===== src/logic/asc_pkg.sv =====
// Constants, field layout, types and states of the serial conversion interface
//----------------------------------------------------------------------------
// What this block does
// - 1x result combines two conversions, offset removed
// - Speed-double disables calibration, doubles output rate
// - First result after change already valid
// - Temperature select forces 1x, ignores speed-double
// - Clock high at select fall selects internal mode
// - Data out released while select is high
// - Select low shows done flag: 1 busy, 0 sleeping
// - Done conversion sleeps, result held in shifter
// - Sleep until first clock rise with select low, in external clock mode only
// - One input bit taken per clock rise, first 16 rises only
// - New settings apply to the following conversion
// - Output changes on falls; host latches on rises
// - 32nd fall starts conversion, data out high
// - Select rise mid-cycle aborts, starts conversion
// - Abort before 8th fall keeps old channel
// - 8 to 15 falls loads channel only
// - Three-wire clock source decided at power-on end
// - Three-wire shows done flag continuously
// - Three-wire loads result when flag falls
// - Three-wire 32nd fall restarts conversion, flag high
// - Enable prefix 101 alone makes channel field valid
// - Update bit loads configuration, which persists
//----------------------------------------------------------------------------
package asc_pkg;

  // Timing
  localparam int unsigned CLK_FREQ_HZ = 10_000_000;
  localparam int unsigned POR_TIME_MS = 4;
  localparam int unsigned POR_CYC     = (POR_TIME_MS * CLK_FREQ_HZ + 999) / 1000;

  // Word and counter sizing
  localparam int unsigned WORD_BITS = 32;
  localparam int unsigned CNT_W     = 6;
  localparam int unsigned IN_W      = 16;
  localparam int unsigned SMP_W     = 30;

  localparam logic [CNT_W-1:0] FALL_ZERO = 6'h00;
  localparam logic [CNT_W-1:0] FALL_LAST = 6'h1f;
  localparam logic [CNT_W-1:0] FALL_CHAN = 6'h08;
  localparam logic [CNT_W-1:0] FALL_CFG  = 6'h10;
  localparam logic [CNT_W-1:0] RISE_ONE  = 6'h01;
  localparam logic [CNT_W-1:0] RISE_FULL = 6'h10;

  // Input word layout, first bit received at the top
  localparam int unsigned PRE_HI  = 15;
  localparam int unsigned PRE_LO  = 13;
  localparam int unsigned CH_HI   = 12;
  localparam int unsigned CH_LO   = 8;
  localparam int unsigned EN2_POS = 7;
  localparam int unsigned IM_POS  = 6;
  localparam int unsigned FA_POS  = 5;
  localparam int unsigned FB_POS  = 4;
  localparam int unsigned SPD_POS = 3;
  localparam logic [2:0]  PRE_APPLY = 3'h5;

  // Output word head: done flag low, then a zero bit
  localparam logic [1:0] OUT_HEAD = 2'h0;

  typedef struct packed {
    logic [4:0] chan;
    logic       temp_sensor_select;
    logic       rejection_select_a;
    logic       rejection_select_b;
    logic       speed_double_select;
  } asc_cfg_t;

  localparam asc_cfg_t CFG_RST = '{chan: 5'h00, temp_sensor_select: 1'b0,
                                   rejection_select_a: 1'b0, rejection_select_b: 1'b0,
                                   speed_double_select: 1'b0};

  typedef enum logic [1:0] {
    ST_POR   = 2'b00,
    ST_CONV  = 2'b01,
    ST_SLEEP = 2'b10,
    ST_IO    = 2'b11
  } asc_state_t;

endpackage : asc_pkg


===== src/logic/asc_smp_buf.sv =====
// Small valid/ready buffer for converter samples
`timescale 1ns/1ns
module asc_smp_buf #(
  parameter int unsigned W     = 30,
  parameter int unsigned DEPTH = 2
) (
  // Clock and reset
  input  wire logic         i_sys_clk,
  input  wire logic         i_rst,
  // Filling side
  input  wire logic         i_in_valid,
  input  wire logic [W-1:0] i_in_data,
  output logic              o_in_ready,
  // Draining side
  output logic              o_out_valid,
  output logic [W-1:0]      o_out_data,
  input  wire logic         i_out_ready
);
  localparam int unsigned PW = (DEPTH > 1) ? $clog2(DEPTH) : 1;

  generate
    if (DEPTH < 2 || (DEPTH & (DEPTH - 1)) != 0) begin : g_bad_depth
      $error("asc_smp_buf: DEPTH must be a power of two, at least 2");
    end
  endgenerate

  logic [W-1:0]  mem_reg [DEPTH];
  logic [PW-1:0] wr_ptr_reg;
  logic [PW-1:0] rd_ptr_reg;
  logic [PW:0]   cnt_reg;
  logic [PW:0]   cnt_next;
  logic          push;
  logic          pop;

  assign push     = i_in_valid & o_in_ready;
  assign pop      = o_out_valid & i_out_ready;
  assign cnt_next = cnt_reg + (PW+1)'(push) - (PW+1)'(pop);

  // Storage, written by index
  always_ff @(posedge i_sys_clk) begin
    if (push) begin
      mem_reg[wr_ptr_reg] <= i_in_data;
    end
  end

  // Pointers and occupancy; full/empty flags kept as registers
  always_ff @(posedge i_sys_clk) begin
    if (i_rst) begin
      wr_ptr_reg  <= '0;
      rd_ptr_reg  <= '0;
      cnt_reg     <= '0;
      o_in_ready  <= 1'b1;
      o_out_valid <= 1'b0;
    end else begin
      if (push) wr_ptr_reg <= wr_ptr_reg + PW'(1);
      if (pop)  rd_ptr_reg <= rd_ptr_reg + PW'(1);
      cnt_reg     <= cnt_next;
      o_in_ready  <= (cnt_next != (PW+1)'(DEPTH));
      o_out_valid <= (cnt_next != '0);
    end
  end

  assign o_out_data = mem_reg[rd_ptr_reg];

endmodule : asc_smp_buf


===== src/logic/asc_serial_if.sv =====
// Serial control and data interface of a multi-channel delta-sigma converter
`timescale 1ns/1ns
module asc_serial_if #(
  parameter int unsigned P_POR_CYCLES = asc_pkg::POR_CYC,
  parameter int unsigned P_BUF_DEPTH  = 2
) (
  // Clock and reset
  input  wire logic                        i_sys_clk,
  input  wire logic                        i_rst,
  // Serial pins
  input  wire logic                        i_sck,
  input  wire logic                        i_cs_n,
  input  wire logic                        i_sdi,
  output logic                             o_sdo,
  output logic                             o_sdo_oe,
  // Sample stream from the modulator
  input  wire logic                        i_smp_valid,
  input  wire logic [asc_pkg::SMP_W-1:0]   i_smp_data,
  output logic                             o_smp_ready,
  // Modulator control
  output logic                             o_conv_busy,
  output logic                             o_conv_swap,
  output asc_pkg::asc_cfg_t                o_conv_cfg,
  // Status
  output logic                             o_por_done,
  output logic                             o_int_clk_mode,
  output asc_pkg::asc_cfg_t                o_cfg
);

  localparam int unsigned PORW = $clog2(P_POR_CYCLES + 1);

  generate
    if (P_POR_CYCLES < 1) begin : g_bad_por
      $error("asc_serial_if: P_POR_CYCLES must be at least 1");
    end
  endgenerate

  //--------------------------------------------------------------------------
  // Pin synchronisers and edge detection
  //--------------------------------------------------------------------------
  logic sck_s1_reg, sck_s2_reg, sck_s3_reg;
  logic cs_s1_reg, cs_s2_reg, cs_s3_reg;
  logic sdi_s1_reg, sdi_s2_reg;
  logic sck_rise, sck_fall, cs_rise, cs_fall, cs_low;

  // Two stages per pin, a third on clock and select for edges; only the second and later stages feed logic
  always_ff @(posedge i_sys_clk) begin
    if (i_rst) begin
      sck_s1_reg <= 1'b0;
      sck_s2_reg <= 1'b0;
      sck_s3_reg <= 1'b0;
      cs_s1_reg  <= 1'b1;
      cs_s2_reg  <= 1'b1;
      cs_s3_reg  <= 1'b1;
      sdi_s1_reg <= 1'b0;
      sdi_s2_reg <= 1'b0;
    end else begin
      sck_s1_reg <= i_sck;
      sck_s2_reg <= sck_s1_reg;
      sck_s3_reg <= sck_s2_reg;
      cs_s1_reg  <= i_cs_n;
      cs_s2_reg  <= cs_s1_reg;
      cs_s3_reg  <= cs_s2_reg;
      sdi_s1_reg <= i_sdi;
      sdi_s2_reg <= sdi_s1_reg;
    end
  end

  assign sck_rise = sck_s2_reg & ~sck_s3_reg;
  assign sck_fall = ~sck_s2_reg & sck_s3_reg;
  assign cs_rise  = cs_s2_reg & ~cs_s3_reg;
  assign cs_fall  = ~cs_s2_reg & cs_s3_reg;
  assign cs_low   = ~cs_s2_reg;

  //--------------------------------------------------------------------------
  // Sample buffer between modulator and result engine
  //--------------------------------------------------------------------------
  logic                      smp_valid;
  logic [asc_pkg::SMP_W-1:0] smp_data;
  logic                      smp_take;
  asc_pkg::asc_state_t       state_reg;
  asc_pkg::asc_state_t       state_next;

  // Only a running conversion drains; otherwise the buffer fills and stalls
  assign smp_take = (state_reg == asc_pkg::ST_CONV);

  asc_smp_buf #(
    .W     (asc_pkg::SMP_W),
    .DEPTH (P_BUF_DEPTH)
  ) u_buf (
    .i_sys_clk   (i_sys_clk),
    .i_rst       (i_rst),
    .i_in_valid  (i_smp_valid),
    .i_in_data   (i_smp_data),
    .o_in_ready  (o_smp_ready),
    .o_out_valid (smp_valid),
    .o_out_data  (smp_data),
    .i_out_ready (smp_take)
  );

  //--------------------------------------------------------------------------
  // Cycle events
  //--------------------------------------------------------------------------
  logic [PORW-1:0]            por_cnt_reg;
  logic [asc_pkg::CNT_W-1:0]  rise_cnt_reg;
  logic [asc_pkg::CNT_W-1:0]  fall_cnt_reg;
  logic [asc_pkg::IN_W-1:0]   in_word_reg;
  logic [asc_pkg::WORD_BITS-1:0] out_sr_reg;
  logic [asc_pkg::WORD_BITS-1:0] out_sr_next;
  logic                       phase_reg;
  logic [asc_pkg::SMP_W-1:0]  first_smp_reg;
  logic                       por_end, io_start, last_fall, abort, quit;
  logic                       start_conv, conv_done, speed_eff;
  logic                       load_chan, load_cfg;
  asc_pkg::asc_cfg_t          cfg_next;

  assign por_end   = (state_reg == asc_pkg::ST_POR) &&
                     (por_cnt_reg == PORW'(P_POR_CYCLES - 1));
  assign io_start  = (state_reg == asc_pkg::ST_SLEEP) && cs_low && sck_rise
                     && !o_int_clk_mode;
  assign last_fall = (state_reg == asc_pkg::ST_IO) && cs_low && sck_fall
                     && (fall_cnt_reg == asc_pkg::FALL_LAST);
  assign abort     = (state_reg == asc_pkg::ST_IO) && cs_rise
                     && (fall_cnt_reg != asc_pkg::FALL_ZERO);
  assign quit      = (state_reg == asc_pkg::ST_IO) && cs_rise
                     && (fall_cnt_reg == asc_pkg::FALL_ZERO);
  assign start_conv = por_end || last_fall || abort;

  // Temperature conversions always run the offset-cancelling 1x scheme
  assign speed_eff = o_conv_cfg.speed_double_select
                     & ~o_conv_cfg.temp_sensor_select;
  assign conv_done = (state_reg == asc_pkg::ST_CONV) && smp_valid
                     && (phase_reg || speed_eff);

  //--------------------------------------------------------------------------
  // Settings decode: which fields arrived before the cycle ended
  //--------------------------------------------------------------------------
  always_comb begin
    load_chan = (last_fall || (abort && fall_cnt_reg >= asc_pkg::FALL_CHAN))
                && (in_word_reg[asc_pkg::PRE_HI:asc_pkg::PRE_LO] == asc_pkg::PRE_APPLY);
    load_cfg  = load_chan && in_word_reg[asc_pkg::EN2_POS]
                && (last_fall || fall_cnt_reg >= asc_pkg::FALL_CFG);
    cfg_next  = o_cfg;
    if (load_chan) begin
      cfg_next.chan = in_word_reg[asc_pkg::CH_HI:asc_pkg::CH_LO];
    end
    if (load_cfg) begin
      cfg_next.temp_sensor_select  = in_word_reg[asc_pkg::IM_POS];
      cfg_next.rejection_select_a  = in_word_reg[asc_pkg::FA_POS];
      cfg_next.rejection_select_b  = in_word_reg[asc_pkg::FB_POS];
      cfg_next.speed_double_select = in_word_reg[asc_pkg::SPD_POS];
    end
  end

  // Current settings persist until a later word replaces them
  always_ff @(posedge i_sys_clk) begin
    if (i_rst) begin
      o_cfg <= asc_pkg::CFG_RST;
    end else begin
      o_cfg <= cfg_next;
    end
  end

  //--------------------------------------------------------------------------
  // Power-on period and clock source selection
  //--------------------------------------------------------------------------
  always_ff @(posedge i_sys_clk) begin
    if (i_rst) begin
      por_cnt_reg    <= '0;
      o_por_done     <= 1'b0;
      o_int_clk_mode <= 1'b0;
    end else begin
      if (state_reg == asc_pkg::ST_POR) begin
        por_cnt_reg <= por_cnt_reg + PORW'(1);
      end
      if (por_end) begin
        o_por_done     <= 1'b1;
        o_int_clk_mode <= sck_s2_reg;
      end else if (o_por_done && cs_fall) begin
        o_int_clk_mode <= sck_s2_reg;
      end
    end
  end

  //--------------------------------------------------------------------------
  // Main sequence
  //--------------------------------------------------------------------------
  always_comb begin
    state_next = state_reg;
    unique case (state_reg)
      asc_pkg::ST_POR:   if (por_end) state_next = asc_pkg::ST_CONV;
      asc_pkg::ST_CONV:  if (conv_done) state_next = asc_pkg::ST_SLEEP;
      asc_pkg::ST_SLEEP: if (io_start) state_next = asc_pkg::ST_IO;
      asc_pkg::ST_IO: begin
        if (last_fall || abort) begin
          state_next = asc_pkg::ST_CONV;
        end else if (quit) begin
          state_next = asc_pkg::ST_SLEEP;
        end
      end
    endcase
  end

  always_ff @(posedge i_sys_clk) begin
    if (i_rst) begin
      state_reg <= asc_pkg::ST_POR;
    end else begin
      state_reg <= state_next;
    end
  end

  //--------------------------------------------------------------------------
  // Bit counters and input word capture
  //--------------------------------------------------------------------------
  // Falls counted from zero at every select fall and cycle start
  always_ff @(posedge i_sys_clk) begin
    if (i_rst) begin
      rise_cnt_reg <= '0;
      fall_cnt_reg <= '0;
      in_word_reg  <= '0;
    end else if (cs_fall) begin
      rise_cnt_reg <= '0;
      fall_cnt_reg <= '0;
    end else if (io_start) begin
      rise_cnt_reg <= asc_pkg::RISE_ONE;
      fall_cnt_reg <= '0;
      in_word_reg  <= '0;
      in_word_reg[asc_pkg::IN_W-1] <= sdi_s2_reg;
    end else if (state_reg == asc_pkg::ST_IO) begin
      // Bits past the sixteenth carry nothing and are dropped
      if (sck_rise && rise_cnt_reg < asc_pkg::RISE_FULL) begin
        in_word_reg[4'(asc_pkg::IN_W - 1) - rise_cnt_reg[3:0]] <= sdi_s2_reg;
        rise_cnt_reg <= rise_cnt_reg + asc_pkg::RISE_ONE;
      end
      if (sck_fall) begin
        fall_cnt_reg <= fall_cnt_reg + asc_pkg::RISE_ONE;
      end
    end
  end

  //--------------------------------------------------------------------------
  // Result engine
  //--------------------------------------------------------------------------
  logic signed [asc_pkg::SMP_W:0]   diff;
  logic        [asc_pkg::SMP_W-1:0] result;

  // Normal and swapped passes subtracted so offset cancels out
  assign diff   = $signed({first_smp_reg[asc_pkg::SMP_W-1], first_smp_reg})
                  - $signed({smp_data[asc_pkg::SMP_W-1], smp_data});
  assign result = speed_eff ? smp_data : diff[asc_pkg::SMP_W:1];

  // Each conversion uses only its own samples, so no settling latency
  always_ff @(posedge i_sys_clk) begin
    if (i_rst) begin
      phase_reg     <= 1'b0;
      first_smp_reg <= '0;
      o_conv_busy   <= 1'b0;
      o_conv_swap   <= 1'b0;
      o_conv_cfg    <= asc_pkg::CFG_RST;
    end else if (start_conv) begin
      phase_reg   <= 1'b0;
      o_conv_busy <= 1'b1;
      o_conv_swap <= 1'b0;
      o_conv_cfg  <= cfg_next;
    end else if (conv_done) begin
      o_conv_busy <= 1'b0;
      o_conv_swap <= 1'b0;
    end else if (state_reg == asc_pkg::ST_CONV && smp_valid) begin
      first_smp_reg <= smp_data;
      phase_reg     <= 1'b1;
      o_conv_swap   <= 1'b1;
    end
  end

  //--------------------------------------------------------------------------
  // Output shifter and data pin
  //--------------------------------------------------------------------------
  always_comb begin
    out_sr_next = out_sr_reg;
    if (conv_done) begin
      out_sr_next = {asc_pkg::OUT_HEAD, result};
    end else if (state_reg == asc_pkg::ST_IO && sck_fall) begin
      out_sr_next = {out_sr_reg[asc_pkg::WORD_BITS-2:0], 1'b0};
    end
  end

  always_ff @(posedge i_sys_clk) begin
    if (i_rst) begin
      out_sr_reg <= '0;
    end else begin
      out_sr_reg <= out_sr_next;
    end
  end

  // Pin level follows state: busy high, asleep low, data while shifting
  always_ff @(posedge i_sys_clk) begin
    if (i_rst) begin
      o_sdo    <= 1'b1;
      o_sdo_oe <= 1'b0;
    end else begin
      o_sdo_oe <= cs_low;
      unique case (state_next)
        asc_pkg::ST_POR:   o_sdo <= 1'b1;
        asc_pkg::ST_CONV:  o_sdo <= 1'b1;
        asc_pkg::ST_SLEEP: o_sdo <= 1'b0;
        asc_pkg::ST_IO:    o_sdo <= out_sr_next[asc_pkg::WORD_BITS-1];
      endcase
    end
  end

endmodule : asc_serial_if


===== config.mk =====
export PLATFORM = sky130hd
export DESIGN_NAME = asc_serial_if
export DESIGN_NICKNAME = d
export VERILOG_FILES = /design/src/logic/asc_pkg.sv /design/src/logic/asc_smp_buf.sv /design/src/logic/asc_serial_if.sv
export SDC_FILE = /design/constraint.sdc
export NUM_CORES = 1
export LEC_CHECK = 0
export ABC_CLOCK_PERIOD_IN_PS = 6650
export CAP_MARGIN = 10
export CORE_ASPECT_RATIO = 1.5
export CORE_MARGIN = 2
export CORE_UTILIZATION = 60
export DETAILED_ROUTE_END_ITERATION = 10
export DONT_BUFFER_PORTS = 1
export GPL_TIMING_DRIVEN = 0
export HOLD_SLACK_MARGIN = 0.05
export PLACE_DENSITY = 0.77
export SLEW_MARGIN = 0
export SYNTH_ARGS = -nofsm -noshare
export SYNTH_HDL_FRONTEND = slang
export SYNTH_SLANG_ARGS = --single-unit

===== constraint.sdc =====
create_clock -name i_sys_clk -period 6.65 [get_ports i_sys_clk]
set_input_delay 0.665 -clock i_sys_clk [delete_from_list [all_inputs] [get_ports i_sys_clk]]
set_output_delay 0.665 -clock i_sys_clk [all_outputs]
set_load 0.05 [all_outputs]

==> flow_metrics.py <==
metrics = {
    "status": {
        "run_status": "complete, no violations",
    },
    "timing": {
        "hold_viol_final": 0,
        "drv_slew": 0,
        "final.min_clock_period_ns": 4.07,
        "finalCritPeriodShare": 0.613,
        "max_slew.worst_pin.slew_ns": 0.847,
        "setup_viol": 0,
        "maxSlewHeadroom": 0.434,
        "finClkSkew_ns": 0.00750,
        "rsz0062_at_grt": "no",
        "fmax_mhz": 245,
        "fin_tns_setup_ns": 0,
    },
    "global_route": {
        "grt_pass1_wl_um": 38200,
        "grt.total_usage": 0.276,
        "grt_max_degree": 31,
        "grt_pass1_vias": 7797,
        "antenna_found_initial": 0,
        "overflow": 0,
    },
    "routing": {
        "wire_per_inst_um": 18.3,
        "drc": 0,
        "vias": 7803,
        "first_iter_violations": 514,
        "drt_wl_total_um": 23500,
        "final_antenna_net_count": 0,
        "drt-pass1-iter-count": 5,
        "vias_per_cell": 6.06,
    },
    "clock_tree": {
        "root_buffer": "clkbuf_16",
        "cts_made_buffers": 20,
        "clk_latency_ns": 0.50,
        "cts-htree-levels": 1,
        "clkSlewWorstSetupHoldPaths_ns": 0.07,
        "cts_hold_buf": 0,
        "clock_sinks": 205,
        "tritoncts": "built",
        "cts_setup_buffers": 0,
        "clk_path_buf_depth": 3,
        "cts.repair.resized": 0,
    },
    "yosys": {
        "synthesis.instances": 1045,
        "syn-num-nets": 1120,
        "ys_types": 71,
        "seq_area_frac_synth": 0.483,
        "synth_edf_count": 60,
        "yosys_warnings": 0,
        "synthFlopType": "dfxtp_1",
        "syn_avg_cell_area_um2": 9.33,
        "async_flop_share": 0,
        "yosys_register_bits": 205,
        "syn-cell-area_um2": 9750,
    },
    "worst_setup_path": {
        "regToRegSetupSlack_ns": 2.58,
        "reg2reg_to": "out_sr_reg[21]",
        "reg2reg_depth": 12,
        "crit_required_ns": 7.00,
        "cp-end-kind": "register",
        "crit_arrival_ns": 4.43,
        "path_class": "reg -> reg",
        "cp_max_fo": 10,
        "critPathLaunchType": "register",
    },
    "final_layout": {
        "largest_reg_flops": 60,
        "n_antenna_cell": 0,
        "final_cell_area_um2": 10700,
        "syn_to_final_growth_pct": 9.51,
        "fillers": 1298,
        "final_common_cell": "dfxtp_1",
        "drive_gt1_frac": 0.0573,
        "final_cell_mix": "dfxtp_1, nor2_1, nand2_1",
        "nets": 1143,
        "instances_no_fill": 1288,
    },
    "placement": {
        "hpwl_um": 17400,
        "port_buffers": 0,
        "place_inst": 1252,
        "place.gp.congestion": 0.925,
        "placed_area_um2": 10000,
    },
    "power_and_ir_drop": {
        "clockPowerShare": 0.427,
        "internal_power_w": 0.00202,
        "powerDensity_nw_per_um2": 246,
        "swShare": 0.231,
        "seqPwrFrac": 0.512,
        "peakVddDrop_mv": 0.278,
        "combPwrFrac": 0.060,
        "p_sw_w": 0.000607,
        "leakagePower_nw": 3.90,
    },
    "hold_path": {
        "hp-start": "i_smp_data[27]",
        "min_to": "u_buf.mem_reg[1][27]",
        "holdPathStages": 0,
        "hp-class": "in -> reg",
    },
    "floorplan": {
        "coreArea_um2": 16000,
        "pin_count": 61,
        "num_rows": 57,
        "dieWidth_um": 108,
        "die_h_um": 160,
        "die-area_um2": 17300,
        "floorplan.initialDensity": 0.607,
    },
    "flow_run": {
        "drv_cap": 0,
    },
}
-- cell usage after synthesis (15+ instances only) --
| cell | count | area share |
|---|---|---|
| clkbuf_1 | 50 | 0.019 |
| xnor2_1 | 15 | 0.013 |
| ha_1 | 38 | 0.049 |
| o21ai_0 | 41 | 0.021 |
| mux2i_1 | 48 | 0.049 |
| nor2_1 | 128 | 0.049 |
| a211oi_1 | 44 | 0.034 |
| xor2_1 | 28 | 0.025 |
| inv_1 | 19 | 0.0073 |
| dfxtp_1 | 145 | 0.30 |
| nand3_1 | 47 | 0.024 |
| nor3_1 | 21 | 0.011 |
| nand2_1 | 105 | 0.040 |
| a21oi_1 | 78 | 0.040 |
| edfxtp_1 | 60 | 0.18 |
-- cell families after synthesis --
group | synth area share
mux | 0.0508
simple gates | 0.176
fa+ha+maj | 0.0508
xor+xnor | 0.0386
flops | 0.483
buf+inv | 0.0365
compound gates | 0.165
-- metrics by stage --
stage | hold WS [ns] | utilization | setup slack, ns | power, W
after global placement | 0.394 | 0.623 | 2.68 | 0.00152
after CTS | 0.247 | 0.665 | 2.64 | 0.00263
after floorplan | 0.389 | - | 3.58 | 0.00148
final | 0.259 | 0.665 | 2.58 | 0.00262
after detailed placement | 0.407 | 0.625 | 2.65 | 0.00153
after global routing | 0.248 | 0.665 | 2.35 | 0.00270
-- how the worst max path moves through the flow --
| stage | cells past startpoint | slack (ns) | end |
|---|---|---|---|
| 6_report | 12 | 2.58 | out_sr_reg[21] |
| 5_1_grt | 12 | 2.35 | out_sr_reg[21] |
| 4_1_cts | 12 | 2.64 | out_sr_reg[21] |
| 3_5_place_dp | 12 | 2.65 | out_sr_reg[21] |
| 3_3_place_gp | 12 | 2.68 | out_sr_reg[21] |
| 2_1_floorplan | 13 | 3.58 | out_sr_reg[28] |
-- area by class of cell --
type	instances	area, um^2	share of cell area
plain buffers	68	284	0.0266
clock buffers	26	558	0.0523
clock inverters	10	88.8	0.00832
inverters	19	71.3	0.00668
multi-input cells	753	4690	0.440
flip-flops and latches	205	4700	0.441
well taps	206	258	0.0241
repair buffers	1	15.0	0.00141
-- metal layers --
metal  vias up  track usage  routed length (um)
met5         -            0                   0
met4         0        0.150                1190
met3        77       0.0457                1290
met2       248        0.488               12000
met1      3661        0.310                9010
li1       3817            -                   -
-- worst max-delay path, stage by stage, from the launching register on --
cell and delay [ns]:
dfxtp_1 0.33, buf_6 0.14, buf_2 0.31, buf_2 0.39, mux2i_1 0.43, ha_1 0.35, a21oi_1 0.35, o211ai_1 0.25
a31oi_1 0.41, o31ai_2 0.19, a21oi_1 0.37, xor2_1 0.27, o22ai_1 0.12
-- power groups by stage --
stage / registers (W) / clock network (W) / logic, W
after floorplan: 0.00137 / 0 / 0.000114
after global placement: 0.00137 / 0 / 0.000152
after detailed placement: 0.00137 / 0 / 0.000156
after CTS: 0.00134 / 0.00113 / 0.000157
after global routing: 0.00135 / 0.00118 / 0.000175
final: 0.00134 / 0.00112 / 0.000158
Power figures use the tool's default switching activity.
